File: src/field_sensor_pkg.sv
package field_sensor_pkg;

    // ------------------------------------------------------------------
    // Parameter memory addresses
    // ------------------------------------------------------------------
    localparam logic [3:0] ADDR_CONFIG    = 4'h0;
    localparam logic [3:0] ADDR_SENS      = 4'h1;
    localparam logic [3:0] ADDR_QUIESCENT = 4'h2;
    localparam logic [3:0] ADDR_CLAMP_LO  = 4'h3;
    localparam logic [3:0] ADDR_CLAMP_HI  = 4'h4;
    localparam logic [3:0] ADDR_TEMPCO    = 4'h5;
    localparam logic [3:0] ADDR_LOCK      = 4'h6;
    localparam logic [3:0] ADDR_TRIM_OSC  = 4'h7;
    localparam logic [3:0] ADDR_TRIM_ADC  = 4'h8;
    localparam logic [3:0] ADDR_READOUT   = 4'h9;
    localparam logic [3:0] ADDR_GP_BASE   = 4'hA;
    localparam int         RED_WORDS      = 9;
    localparam int         GP_BLOCKS      = 4;

    // ------------------------------------------------------------------
    // Field positions
    // ------------------------------------------------------------------
    localparam int CFG_GP_EN_BIT   = 0;
    localparam int CFG_RANGE_LSB   = 2;
    localparam int CFG_FILTER_BIT  = 4;
    localparam int CFG_PROTOCOL_BIT_PERIOD_BIT = 5;
    localparam int TC_LIN_LSB      = 0;
    localparam int TC_QUAD_LSB     = 5;
    localparam int TC_GROUP_LSB    = 8;
    localparam int LOCK_BIT        = 0;
    localparam int SENS_FRAC       = 11;

    // ------------------------------------------------------------------
    // Reset and factory values
    // ------------------------------------------------------------------
    localparam logic [15:0] CONFIG_INIT    = 16'h0000;
    localparam logic [15:0] SENS_INIT      = 16'h0400;
    localparam logic [15:0] QUIESCENT_INIT = 16'h2000;
    localparam logic [15:0] CLAMP_LO_INIT  = 16'h0000;
    localparam logic [15:0] CLAMP_HI_INIT  = 16'h3FFF;
    localparam logic [15:0] TEMPCO_INIT    = 16'h012F;
    localparam logic [13:0] READOUT_MAX    = 14'h3FFF;
    localparam logic [4:0]  TC_LIN_ZERO    = 5'h0F;
    localparam logic [2:0]  TC_QUAD_ZERO   = 3'h1;

    // ------------------------------------------------------------------
    // Programming link timing
    // ------------------------------------------------------------------
    localparam int CLK_MHZ        = 250;
    localparam int BIT_SHORT_US   = 1750;
    localparam int BIT_LONG_US    = 3500;
    localparam int BIT_SHORT_CYC  = BIT_SHORT_US * CLK_MHZ;
    localparam int BIT_LONG_CYC   = BIT_LONG_US * CLK_MHZ;
    localparam int HDR_BITS       = 5;
    localparam int FRAME_WR_BITS  = 21;
    localparam int REPLY_BITS     = 16;

endpackage

File: src/dsp_if.sv
`timescale 1ns/1ps
interface dsp_if;
    logic signed [15:0] sample;
    logic               sample_valid;
    logic               corner_fast;
    logic signed [15:0] filtered;
    logic               filtered_valid;

    modport filt (
        input  sample,
        input  sample_valid,
        input  corner_fast,
        output filtered,
        output filtered_valid
    );
    modport path (
        output sample,
        output sample_valid,
        output corner_fast,
        input  filtered,
        input  filtered_valid
    );
endinterface

File: src/field_lowpass.sv
`timescale 1ns/1ps
module field_lowpass (
    // Clock and reset
    input  wire logic clk,
    input  wire logic rst,
    // Sample stream
    dsp_if.filt       dsp
);

    // ------------------------------------------------------------------
    // First-order IIR, shift selects the corner
    // ------------------------------------------------------------------
    // Extra fraction bits keep small steps from being lost to truncation.
    logic signed [23:0] acc_reg;
    logic signed [23:0] step;
    logic signed [23:0] diff;

    always_comb begin
        diff = {dsp.sample, 8'h00} - acc_reg;
        step = dsp.corner_fast ? (diff >>> 5) : (diff >>> 6);
    end

    always_ff @(posedge clk or posedge rst) begin
        if (rst) begin
            acc_reg             <= 24'h00_0000;
            dsp.filtered_valid  <= 1'b0;
        end else begin
            dsp.filtered_valid <= dsp.sample_valid;
            if (dsp.sample_valid) begin
                acc_reg <= acc_reg + step;
            end
        end
    end

    assign dsp.filtered = acc_reg[23:8];

endmodule

File: src/field_sensor_dsp_path.sv
`timescale 1ns/1ps
module field_sensor_dsp_path #(
    parameter int BIT_SHORT = field_sensor_pkg::BIT_SHORT_CYC,
    parameter int BIT_LONG  = field_sensor_pkg::BIT_LONG_CYC,
    parameter logic [15:0] OSC_TRIM = 16'h0080,
    parameter logic [15:0] ADC_TRIM = 16'h0000
) (
    // Clock and power-on reset
    input  wire logic              clk,
    input  wire logic              rst,
    // Converter side
    input  wire logic signed [15:0] sample,
    input  wire logic              sample_valid,
    input  wire logic signed [7:0] temperature,
    output logic             [1:0] adc_range,
    output logic            [15:0] osc_trim,
    output logic            [15:0] adc_trim,
    // Supply monitor
    input  wire logic              supply_in_band,
    input  wire logic              supply_high,
    // Output pin
    input  wire logic              out_pin_in,
    output logic                   out_pin_out,
    output logic                   out_pin_oe_n,
    output logic                   analog_out_en,
    output logic            [13:0] out_code,
    // Production
    input  wire logic              factory_init
);

    // ------------------------------------------------------------------
    // Parameter memory
    // ------------------------------------------------------------------
    // Three copies per signal-path word, voted on read. The store blocks
    // are single copies: a flipped bit there cannot upset the output.
    logic [15:0] red_mem [field_sensor_pkg::RED_WORDS][3];
    logic [12:0] gp_mem  [field_sensor_pkg::GP_BLOCKS];

    function automatic logic [15:0] vote(input logic [3:0] a);
        logic [15:0] x;
        logic [15:0] y;
        logic [15:0] z;
        x = red_mem[a][0];
        y = red_mem[a][1];
        z = red_mem[a][2];
        return (x & y) | (y & z) | (x & z);
    endfunction

    logic [15:0] cfg_w;
    logic [15:0] sens_w;
    logic [15:0] voq_w;
    logic [15:0] clo_w;
    logic [15:0] chi_w;
    logic [15:0] tc_w;
    logic [15:0] lock_w;

    always_comb begin
        cfg_w  = vote(field_sensor_pkg::ADDR_CONFIG);
        sens_w = vote(field_sensor_pkg::ADDR_SENS);
        voq_w  = vote(field_sensor_pkg::ADDR_QUIESCENT);
        clo_w  = vote(field_sensor_pkg::ADDR_CLAMP_LO);
        chi_w  = vote(field_sensor_pkg::ADDR_CLAMP_HI);
        tc_w   = vote(field_sensor_pkg::ADDR_TEMPCO);
        lock_w = vote(field_sensor_pkg::ADDR_LOCK);
    end

    // ------------------------------------------------------------------
    // Lock capture
    // ------------------------------------------------------------------
    // The lock cell is only looked at once per power-up, so a lock written
    // now leaves the link open until the supply has been cycled.
    logic boot_reg;
    logic lock_active_reg;

    always_ff @(posedge clk or posedge rst) begin
        if (rst) begin
            boot_reg        <= 1'b1;
            lock_active_reg <= 1'b0;
        end else if (boot_reg) begin
            boot_reg        <= 1'b0;
            lock_active_reg <= lock_w[field_sensor_pkg::LOCK_BIT];
        end
    end

    // ------------------------------------------------------------------
    // Signal path
    // ------------------------------------------------------------------
    dsp_if dsp ();

    assign dsp.sample       = sample;
    assign dsp.sample_valid = sample_valid;
    assign dsp.corner_fast  = cfg_w[field_sensor_pkg::CFG_FILTER_BIT];

    field_lowpass u_lowpass (
        .clk (clk),
        .rst (rst),
        .dsp (dsp.filt)
    );

    logic signed [15:0] coef;
    logic signed [31:0] tc_term;
    logic signed [31:0] comp_wide;
    logic signed [31:0] prod;
    logic signed [31:0] prod_reg;
    logic               prod_valid_reg;
    logic signed [32:0] sum;
    logic        [13:0] sat;
    logic        [13:0] lim;
    logic        [13:0] readout_reg;

    always_comb begin
        coef = 16'(signed'({11'h000, tc_w[field_sensor_pkg::TC_LIN_LSB +: 5]})
             - signed'({11'h000, field_sensor_pkg::TC_LIN_ZERO}))
             + 16'(signed'({13'h0000, tc_w[field_sensor_pkg::TC_QUAD_LSB +: 3]})
             - signed'({13'h0000, field_sensor_pkg::TC_QUAD_ZERO}))
             * 16'(temperature)
             + 16'(signed'({14'h0000, tc_w[field_sensor_pkg::TC_GROUP_LSB +: 2]})
             - 16'sh0001) * 16'sh0010;
        tc_term   = (32'(dsp.filtered) * 32'(coef) * 32'(temperature)) >>> 14;
        comp_wide = 32'(dsp.filtered) + tc_term;
        prod      = (comp_wide * 32'(signed'(sens_w)))
                    >>> field_sensor_pkg::SENS_FRAC;
        sum = 33'(prod_reg) + 33'(signed'(voq_w));
        if (sum < 0) begin
            sat = 14'h0000;
        end else if (sum > 33'(field_sensor_pkg::READOUT_MAX)) begin
            sat = field_sensor_pkg::READOUT_MAX;
        end else begin
            sat = sum[13:0];
        end
        lim = sat;
        if (lim < clo_w[13:0]) begin
            lim = clo_w[13:0];
        end
        if (lim > chi_w[13:0]) begin
            lim = chi_w[13:0];
        end
    end

    always_ff @(posedge clk or posedge rst) begin
        if (rst) begin
            prod_reg       <= 32'h0000_0000;
            prod_valid_reg <= 1'b0;
            readout_reg    <= 14'h0000;
        end else begin
            prod_valid_reg <= dsp.filtered_valid;
            if (dsp.filtered_valid) begin
                prod_reg <= prod;
            end
            if (prod_valid_reg) begin
                readout_reg <= lim;
            end
        end
    end

    // ------------------------------------------------------------------
    // Programming link
    // ------------------------------------------------------------------
    // Frame: write flag, four address bits, then sixteen data bits on a
    // write. Each bit is sampled in the middle of its period.
    typedef enum logic [1:0] {LINK_IDLE, LINK_RECV, LINK_REPLY} link_t;

    link_t       state_reg;
    logic [19:0] tick_reg;
    logic [4:0]  bit_reg;
    logic [20:0] shift_reg;
    logic [15:0] reply_reg;
    logic        sel_reg;
    logic [19:0] period;
    logic [4:0]  frame_len;
    logic        frame_done;
    logic        wr_now;
    logic [3:0]  addr;
    logic [15:0] wdata;
    logic [15:0] rdata;

    always_comb begin
        period = cfg_w[field_sensor_pkg::CFG_PROTOCOL_BIT_PERIOD_BIT]
               ? 20'(BIT_SHORT) : 20'(BIT_LONG);
        frame_len = shift_reg[20]
                  ? 5'(field_sensor_pkg::FRAME_WR_BITS)
                  : 5'(field_sensor_pkg::HDR_BITS);
        frame_done = state_reg == LINK_RECV && bit_reg == frame_len;
        addr  = shift_reg[19:16];
        wdata = shift_reg[15:0];
        wr_now = frame_done && shift_reg[20] && sel_reg
               && !lock_active_reg;
        if (addr >= field_sensor_pkg::ADDR_GP_BASE) begin
            rdata = {3'h0, gp_mem[2'(addr - field_sensor_pkg::ADDR_GP_BASE)]};
        end else if (addr == field_sensor_pkg::ADDR_READOUT) begin
            rdata = {2'h0, readout_reg};
        end else begin
            rdata = vote(addr);
        end
    end

    // Frame bits are written MSB first straight into place from bit 20 down,
    // so the header always sits in bits 20:16.
    always_ff @(posedge clk or posedge rst) begin
        if (rst) begin
            state_reg <= LINK_IDLE;
            tick_reg  <= 20'h0_0000;
            bit_reg   <= 5'h00;
            shift_reg <= 21'h00_0000;
            reply_reg <= 16'h0000;
            sel_reg   <= 1'b0;
        end else begin
            unique case (state_reg)
                LINK_IDLE: begin
                    if (!supply_in_band && supply_high) begin
                        state_reg <= LINK_RECV;
                        sel_reg   <= out_pin_in;
                        tick_reg  <= period >> 1;
                        bit_reg   <= 5'h00;
                    end
                end
                LINK_RECV: begin
                    if (frame_done) begin
                        if (!shift_reg[20] && sel_reg && !lock_active_reg) begin
                            state_reg <= LINK_REPLY;
                            reply_reg <= rdata;
                            tick_reg  <= period - 20'h0_0001;
                            bit_reg   <= 5'h00;
                        end else begin
                            state_reg <= LINK_IDLE;
                        end
                    end else if (tick_reg == 20'h0_0000) begin
                        shift_reg[20 - bit_reg] <= supply_high;
                        bit_reg  <= bit_reg + 5'h01;
                        tick_reg <= period - 20'h0_0001;
                    end else begin
                        tick_reg <= tick_reg - 20'h0_0001;
                    end
                end
                LINK_REPLY: begin
                    if (tick_reg == 20'h0_0000) begin
                        reply_reg <= {reply_reg[14:0], 1'b0};
                        tick_reg  <= period - 20'h0_0001;
                        bit_reg   <= bit_reg + 5'h01;
                        if (bit_reg == 5'(field_sensor_pkg::REPLY_BITS - 1)) begin
                            state_reg <= LINK_IDLE;
                        end
                    end else begin
                        tick_reg <= tick_reg - 20'h0_0001;
                    end
                end
            endcase
        end
    end

    // Memory writes. Trim words only move on the production strobe.
    always_ff @(posedge clk) begin
        if (factory_init) begin
            for (int c = 0; c < 3; c++) begin
                red_mem[field_sensor_pkg::ADDR_CONFIG][c]    <= field_sensor_pkg::CONFIG_INIT;
                red_mem[field_sensor_pkg::ADDR_SENS][c]      <= field_sensor_pkg::SENS_INIT;
                red_mem[field_sensor_pkg::ADDR_QUIESCENT][c] <= field_sensor_pkg::QUIESCENT_INIT;
                red_mem[field_sensor_pkg::ADDR_CLAMP_LO][c]  <= field_sensor_pkg::CLAMP_LO_INIT;
                red_mem[field_sensor_pkg::ADDR_CLAMP_HI][c]  <= field_sensor_pkg::CLAMP_HI_INIT;
                red_mem[field_sensor_pkg::ADDR_TEMPCO][c]    <= field_sensor_pkg::TEMPCO_INIT;
                red_mem[field_sensor_pkg::ADDR_LOCK][c]      <= 16'h0000;
                red_mem[field_sensor_pkg::ADDR_TRIM_OSC][c]  <= OSC_TRIM;
                red_mem[field_sensor_pkg::ADDR_TRIM_ADC][c]  <= ADC_TRIM;
            end
            for (int g = 0; g < field_sensor_pkg::GP_BLOCKS; g++) begin
                gp_mem[g] <= 13'h0000;
            end
        end else if (wr_now) begin
            if (addr >= field_sensor_pkg::ADDR_GP_BASE) begin
                if (cfg_w[field_sensor_pkg::CFG_GP_EN_BIT]) begin
                    gp_mem[2'(addr - field_sensor_pkg::ADDR_GP_BASE)]
                        <= wdata[12:0];
                end
            end else if (addr < field_sensor_pkg::ADDR_TRIM_OSC) begin
                for (int c = 0; c < 3; c++) begin
                    red_mem[addr][c] <= wdata;
                end
            end
        end
    end

    // ------------------------------------------------------------------
    // Outputs
    // ------------------------------------------------------------------
    always_ff @(posedge clk or posedge rst) begin
        if (rst) begin
            out_code      <= 14'h0000;
            analog_out_en <= 1'b0;
            out_pin_out   <= 1'b0;
            out_pin_oe_n  <= 1'b1;
            adc_range     <= 2'h0;
            osc_trim      <= 16'h0000;
            adc_trim      <= 16'h0000;
        end else begin
            out_code      <= readout_reg;
            analog_out_en <= state_reg == LINK_IDLE && supply_in_band
                             && !(supply_high && !supply_in_band);
            out_pin_oe_n  <= state_reg != LINK_REPLY;
            out_pin_out   <= state_reg == LINK_REPLY && reply_reg[15];
            adc_range     <= cfg_w[field_sensor_pkg::CFG_RANGE_LSB +: 2];
            osc_trim      <= vote(field_sensor_pkg::ADDR_TRIM_OSC);
            adc_trim      <= vote(field_sensor_pkg::ADDR_TRIM_ADC);
        end
    end

    // ------------------------------------------------------------------
    // Checks
    // ------------------------------------------------------------------
    property p_readout_range;
        @(posedge clk) disable iff (rst)
        readout_reg <= field_sensor_pkg::READOUT_MAX;
    endproperty
    a_readout_range: assert property (p_readout_range)
        else $error("processed value above range");

    property p_window;
        @(posedge clk) disable iff (rst)
        prod_valid_reg && clo_w[13:0] <= chi_w[13:0]
        |=> readout_reg >= $past(clo_w[13:0])
            && readout_reg <= $past(chi_w[13:0]);
    endproperty
    a_window: assert property (p_window)
        else $error("output outside limit window");

    property p_analog_off;
        @(posedge clk) disable iff (rst)
        state_reg != LINK_IDLE |=> !analog_out_en;
    endproperty
    a_analog_off: assert property (p_analog_off)
        else $error("analog output on during exchange");

    property p_lock_blocks;
        @(posedge clk) disable iff (rst)
        lock_active_reg |-> !wr_now;
    endproperty
    a_lock_blocks: assert property (p_lock_blocks)
        else $error("write taken while locked");

    property p_lock_sticky;
        @(posedge clk) disable iff (rst)
        lock_active_reg |=> lock_active_reg;
    endproperty
    a_lock_sticky: assert property (p_lock_sticky)
        else $error("lock released without power cycle");

    property p_unselected;
        @(posedge clk) disable iff (rst)
        state_reg == LINK_RECV && !sel_reg |-> !wr_now ##1 state_reg != LINK_REPLY;
    endproperty
    a_unselected: assert property (p_unselected)
        else $error("unselected device acted");

    property p_reply_drive;
        @(posedge clk) disable iff (rst)
        state_reg == LINK_REPLY |=> !out_pin_oe_n;
    endproperty
    a_reply_drive: assert property (p_reply_drive)
        else $error("reply not driven on pin");

    property p_filter_first;
        @(posedge clk) disable iff (rst)
        prod_valid_reg |-> $past(dsp.filtered_valid);
    endproperty
    a_filter_first: assert property (p_filter_first)
        else $error("sample bypassed the filter");

endmodule

File: config.mk
export PLATFORM = sky130hd
export DESIGN_NAME = field_sensor_dsp_path
export DESIGN_NICKNAME = d
export VERILOG_FILES = /design/src/field_sensor_pkg.sv /design/src/dsp_if.sv /design/src/field_lowpass.sv /design/src/field_sensor_dsp_path.sv
export SDC_FILE = /design/constraint.sdc
export NUM_CORES = 2
export LEC_CHECK = 0
export BUFFER_PORTS_ARGS = -buffer_cell sky130_fd_sc_hd__buf_2
export CORE_ASPECT_RATIO = 0.5
export CORE_UTILIZATION = 55
export CTS_CLUSTER_DIAMETER = 100
export DETAILED_ROUTE_END_ITERATION = 7
export GPL_TIMING_DRIVEN = 0
export PLACE_DENSITY = 0.74
export SYNTH_ARGS = -nofsm -noshare
export SYNTH_HDL_FRONTEND = slang
export SYNTH_SLANG_ARGS = --single-unit
export TNS_END_PERCENT = 5
File: constraint.sdc
create_clock -name clk -period 20.4 [get_ports clk]
set_input_delay 3.06 -clock clk [delete_from_list [all_inputs] [get_ports clk]]
set_output_delay 3.06 -clock clk [all_outputs]
set_load 0.1 [all_outputs]
Yosys cells after proc, flatten, opt, wreduce, memory -nomap -nowiden
Memories as Yosys holds them, arrays and structs flattened.
Index checks and enable logic that the tools add are counted.
Operators by class
  add/sub/neg operators: 14
  multiply operators: 4
  $lt $le $gt $ge: 8
  equality and inequality tests: 12
  multiplexer cells: 50
  bitwise logic cells: 51
  reduce and logical (&&, ||, !) cells: 25
Operator list (number)
  16-bit bitwise AND: 15
  16-bit bitwise OR: 10
  20-bit two-way mux: 5
  14-bit bitwise AND: 6
  16-bit two-way mux: 5
  20-bit one-hot mux with 3 select lines: 1
  14-bit two-way mux: 4
  14-bit bitwise OR: 4
  48-bit two-way mux: 1
  48-bit OR reduction: 1
  20-bit by 1-bit subtractor with 20-bit output (second input constant): 2
  33-bit by 14-bit greater-than comparator with 1-bit output (second input constant): 1
  32-bit by 1-bit greater-or-equal comparator with 1-bit output (second input constant): 1
  32-bit by 6-bit less-than comparator with 1-bit output (second input constant): 1
  19-bit by 16-bit multiplier with 32-bit output: 1
  30-bit by 8-bit multiplier with 32-bit output: 1
  16-bit one-hot mux with 2 select lines: 1
  10-bit bitwise AND: 3
  16-bit by 14-bit multiplier with 30-bit output: 1
  5-bit two-way mux: 5
  24-bit by 19-bit adder with 24-bit output: 1
  24-bit subtractor: 1
  21-bit by 16-bit adder with 22-bit output: 1
  22-bit by 1-bit less-than comparator with 1-bit output (second input constant): 1
  46 further kinds: 91
Storage, ports and cells
  register bits after elaboration: 179
  memory bits (writable): 484
  memories: 2
Memory list
  red_mem: words 9, width 48, read ports 10, clocked after memory_dff 0, write ports 9, line field_sensor_dsp_path.sv:36  | logic [15:0] red_mem [field_sensor_pkg::RED_WORDS][3];
  gp_mem: words 4, width 13, read ports 1, clocked after memory_dff 0, write ports 4, line field_sensor_dsp_path.sv:37  | logic [12:0] gp_mem [field_sensor_pkg::GP_BLOCKS];

Longest topological paths before layout
An unclocked memory read counts as a cell.
  word-level depth: 12
  depth in mapped cells: 92
  gate-level depth less buffers: 91

By module
A second synthesis with hierarchy kept.
Unflattened totals
  cell total of the unflattened synthesis: 5175
  area total of the unflattened synthesis: 50967.6 um2
Modules (own cells, without submodules)
  field_sensor_dsp_path: times used 1, cells an instance 4763, area an instance 47639.4 um2, sequential area each 11723.7 um2
  field_lowpass: times used 1, cells an instance 412, area an instance 3328.2 um2, sequential area each 625.6 um2

Worst setup path after synthesis
Ideal clock, no wire load.
  path type: input-to-reg
  from: input temperature[3]
  to: register, netlist name prod_reg[20]
  library setup time: 125 ps
  arrival time: 23049 ps
  path slack: -2774 ps
  stages on the path: 83
  buffers on the path: 3
  cells stage by stage: clkbuf_1 -> nand2_1 -> fa_1 -> fa_1 -> fa_1 -> inv_1 -> ha_1 -> a21o_1 -> a21oi_1 -> o21bai_1 -> a21oi_1 -> o21bai_1 -> a21oi_1 -> o21bai_1 -> a21oi_1 -> o21bai_1 -> a21oi_1 -> xnor2_1 -> [47 not listed] -> inv_1 -> fa_1 -> fa_1 -> fa_1 -> inv_1 -> fa_1 -> inv_1 -> ha_1 -> a21o_1 -> a21o_1 -> a21oi_1 -> o21ai_0 -> nor2_1 -> o2111ai_1 -> o31ai_1 -> xnor2_1 -> xnor3_1 -> mux2_2
On the way
  cells in the longest elaborated chain, start to end: 7
RTL lines
  start, declared: line field_sensor_dsp_path.sv:14  | input wire logic signed [7:0] temperature,
  4-bit by 8-bit multiplier with 12-bit output: line field_sensor_dsp_path.sv:116  | * 16'(temperature)
  6-bit by 12-bit adder with 13-bit output: line field_sensor_dsp_path.sv:114  | + 16'(signed'({13'h0000, tc_w[field_sensor_pkg::TC_QUAD_LSB +: 3]})
  13-bit by 7-bit adder with 14-bit output: line field_sensor_dsp_path.sv:117  | + 16'(signed'({14'h0000, tc_w[field_sensor_pkg::TC_GROUP_LSB +: 2]})
  16-bit by 14-bit multiplier with 30-bit output: line field_sensor_dsp_path.sv:119  | tc_term = (32'(dsp.filtered) * 32'(coef) * 32'(temperature)) >>> 14;
  30-bit by 8-bit multiplier with 32-bit output (*): line field_sensor_dsp_path.sv:119
  16-bit by 18-bit adder with 19-bit output (*): line field_sensor_dsp_path.sv:120  | comp_wide = 32'(dsp.filtered) + tc_term;
  19-bit by 16-bit multiplier with 32-bit output (*): line field_sensor_dsp_path.sv:121  | prod = (comp_wide * 32'(signed'(sens_w)))
Mark *: on every way between the ends. The rest lies on a longest branch, timed or not.
A chain may end at the register's enable or synchronous reset.

Final worst setup path
  from: input temperature[2]
  to: register, netlist name prod_reg[20]
On the way
  cells in the longest elaborated chain, start to end: 7
RTL lines (line)
  4-bit by 8-bit multiplier with 12-bit output: field_sensor_dsp_path.sv:116
  6-bit by 12-bit adder with 13-bit output: field_sensor_dsp_path.sv:114
  13-bit by 7-bit adder with 14-bit output: field_sensor_dsp_path.sv:117
  16-bit by 14-bit multiplier with 30-bit output: field_sensor_dsp_path.sv:119
  30-bit by 8-bit multiplier with 32-bit output (*): field_sensor_dsp_path.sv:119
  16-bit by 18-bit adder with 19-bit output (*): field_sensor_dsp_path.sv:120
  19-bit by 16-bit multiplier with 32-bit output (*): field_sensor_dsp_path.sv:121
Marked as above.

==> results.txt <==
Status -> finished with violations
Violated checks -> design-rule violations, negative setup slack
Fin crit share -> 1.13
H-tree depth -> 2
Largest register FFs -> 215
Seq/Total Area, Yosys -> 0.248
I/O pin cnt -> 82
Antenna-violating nets left -> 0
Number of clock sinks -> 446
Layout Nets -> 6451
Yosys reg bits -> 446
CP max stage cell -> fa_2
Max-capacitance violation count -> 0
Reg2Reg Launch Point -> red_mem[5][37]$_SDFFCE_PN1P_
Critical path depth in cells -> 81
Commonest non-fill, non-tap cell in the layout -> inv_1
Synth Area in Adders -> 0.360
Most frequent cells in the layout -> 967 x inv_1, 684 x fa_1, 499 x nand2_1, 392 x and2_1, 338 x ha_1
Clk Latency, worst-skew pair -> 0.58 ns
Layout fillers -> 7376
Synthesized area -> 50500 sq um
Vias/cell -> 5.74
Worst path max stage delay -> 0.63 ns
Worst min path class -> flop to flop
RSZ-0062 raised after global routing -> yes
Die W -> 430 microns
Endpoints failing setup -> 21
Fmax -> 0.0432 GHz
Finished Core Util -> 0.617
Die Ht -> 216 microns
Max transition margin -> 0.271
Worst Path Buf+Inv -> 16
Clock tree root driver cell -> clkbuf_16
Crit path kind -> primary input to flop
DRT Pass-1 Iters -> 8
Crit path DAT -> 23.60 ns
Layout cells sized above 1 -> 0.0972
Total CTS buffers -> 43
CTS Hold Bufs -> 0
Reg area -> 12500 sq um
Initial Util -> 0.556
Post-synth cell types -> 83
DRT iter0 DRCs -> 3161
Reg-to-reg slack, setup -> -1.64 ns
Placer Congestion -> 0.954
Global route overflow -> 0
Area of the multi-input gates -> 35000 sq um
Post-Synthesis Cells -> 5091
Post-route minimum period -> 23.14 ns
Largest net degree at the start of global routing -> 125
Synth Area in Simple Gates -> 0.150
Final-report max-slew violation count -> 0
Die Area -> 93100 sq um
Final Hold Fails -> 0
Crit path top cell by count -> fa_1
Min-delay src -> red_mem[8][38]$_SDFFCE_PN0P_
Initial antenna violation count -> 8
Routed length per instance -> 21.2 microns
Skew final -> 0.0152 ns
Core area -> 90800 sq um
CTS tree -> done
Capture point of the critical path -> prod_reg[20]$_DFFE_PP0P_
CP Data Required Time -> 20.86 ns
Reg2Reg Capture Point -> prod_reg[20]$_DFFE_PP0P_
DP HPWL -> 110000 microns
Startpoint types -> primary input
Post-synth EDFFs -> 267
Critical Path End Type -> flop
Drt drc -> 2
DR vias -> 37.9k
Worst Setup SP -> temperature[2]
Mux contribution to synthesized area -> 0.0406
Final WS setup -> -2.74 ns
Row Count -> 78
First-pass GRT wire length -> 223000 microns
GRT Overall Usage -> 0.310
Worst path top cell family by delay -> adder cells
Async set-reset flop share out of synthesis -> 0.401
Mean Syn Cell Area -> 9.92 sq um
# port buffers -> 81
Synth Area in Compound Gates -> 0.0786
Maximum root-to-sink buffer count -> 3
Slew @ Worst Pin -> 1.09 ns
Warnings from Yosys -> 0
Reg2reg path depth -> 84
Primary FF master, synth -> edfxtp_1
Reg clk slew, reported paths -> 0.07 ns
Post-synthesis xor/xnor area fraction -> 0.0340
Vias in the first global route -> 39.8k
Largest family of logic cells by synthesized area -> adder cells
Synth-to-layout area growth -> 10.9%
CP Max Fanout -> 10
Drt total wl -> 140000 microns
routing by layer:
layer | wire (microns) | part of all wire | track usage
met1 | 54800 | 0.39 | 0.410
met4 | 5680 | 0.041 | 0.111
met5 | 0 | 0 | 0
met3 | 12800 | 0.092 | 0.0545
met2 | 66700 | 0.48 | 0.516
area by class of cell:
| cell class | instances | share of cell area |
|---|---|---|
| diodes | 1 | 0.0000447 |
| plain buffers | 214 | 0.0178 |
| clock buffers | 51 | 0.0203 |
| clock inverters | 28 | 0.00545 |
| inverters | 972 | 0.0653 |
| multi-input cells | 3560 | 0.625 |
| flip-flops and latches | 446 | 0.223 |
| well taps | 1200 | 0.0268 |
| repair buffers | 141 | 0.0162 |
metrics by stage:
step	hold slack, ns	instance area, sq um	worst slack [ns]	setup TNS (ns)	instances
floorplan	0.350	51200	-1.27	-10.04	5193
global placement	0.375	53100	-5.30	-86.70	6474
detailed placement	0.374	53200	-5.54	-90.17	6480
CTS	0.389	55700	-2.69	-36.43	6604
global route	0.398	56000	-3.46	-54.09	6612
finish	0.386	56000	-2.74	-37.82	6613
Yosys cell counts (76+ instances only):
library cell,count,area share
nand2b_1,78,0.0097
nand2_1,503,0.037
fa_1,687,0.27
clkbuf_1,202,0.015
dfrtp_1,177,0.088
ha_1,355,0.088
nor2b_1,76,0.0094
edfxtp_1,267,0.16
inv_1,971,0.072
o21ai_0,138,0.014
nor2_1,182,0.014
xnor2_1,146,0.025
a21oi_1,173,0.017
and3_1,90,0.011
and2_1,394,0.049
timing repair:
item	4_1_cts	5_1_grt
gates resized for setup	141	46
gates cloned	0	0
endpoints found under the setup margin	21	21
pin swaps	39	26
setup buffers	45	9
worst min path at each step:
stage | depth (start not counted) | end
after detailed placement | 0 | osc_trim[11]$_DFF_PP0_
after floorplan | 0 | osc_trim[0]$_DFF_PP0_
after global placement | 0 | adc_trim[12]$_DFF_PP0_
final | 0 | adc_trim[6]$_DFF_PP0_
after CTS | 0 | osc_trim[11]$_DFF_PP0_
after global routing | 0 | osc_trim[13]$_DFF_PP0_
cell families after synthesis:
family	after synthesis
buffers and inverters	1187
AND/OR/NAND/NOR	1497
XOR/XNOR	191
adder cells (fa/ha/maj)	1042
multiplexers	116
AO/OA/AOI/OAI	610
flip-flops	446
other	2
Power is left out: the tool's default activity adds up to more than one toggle a clock period on the data nets, which glitch-free logic cannot reach.
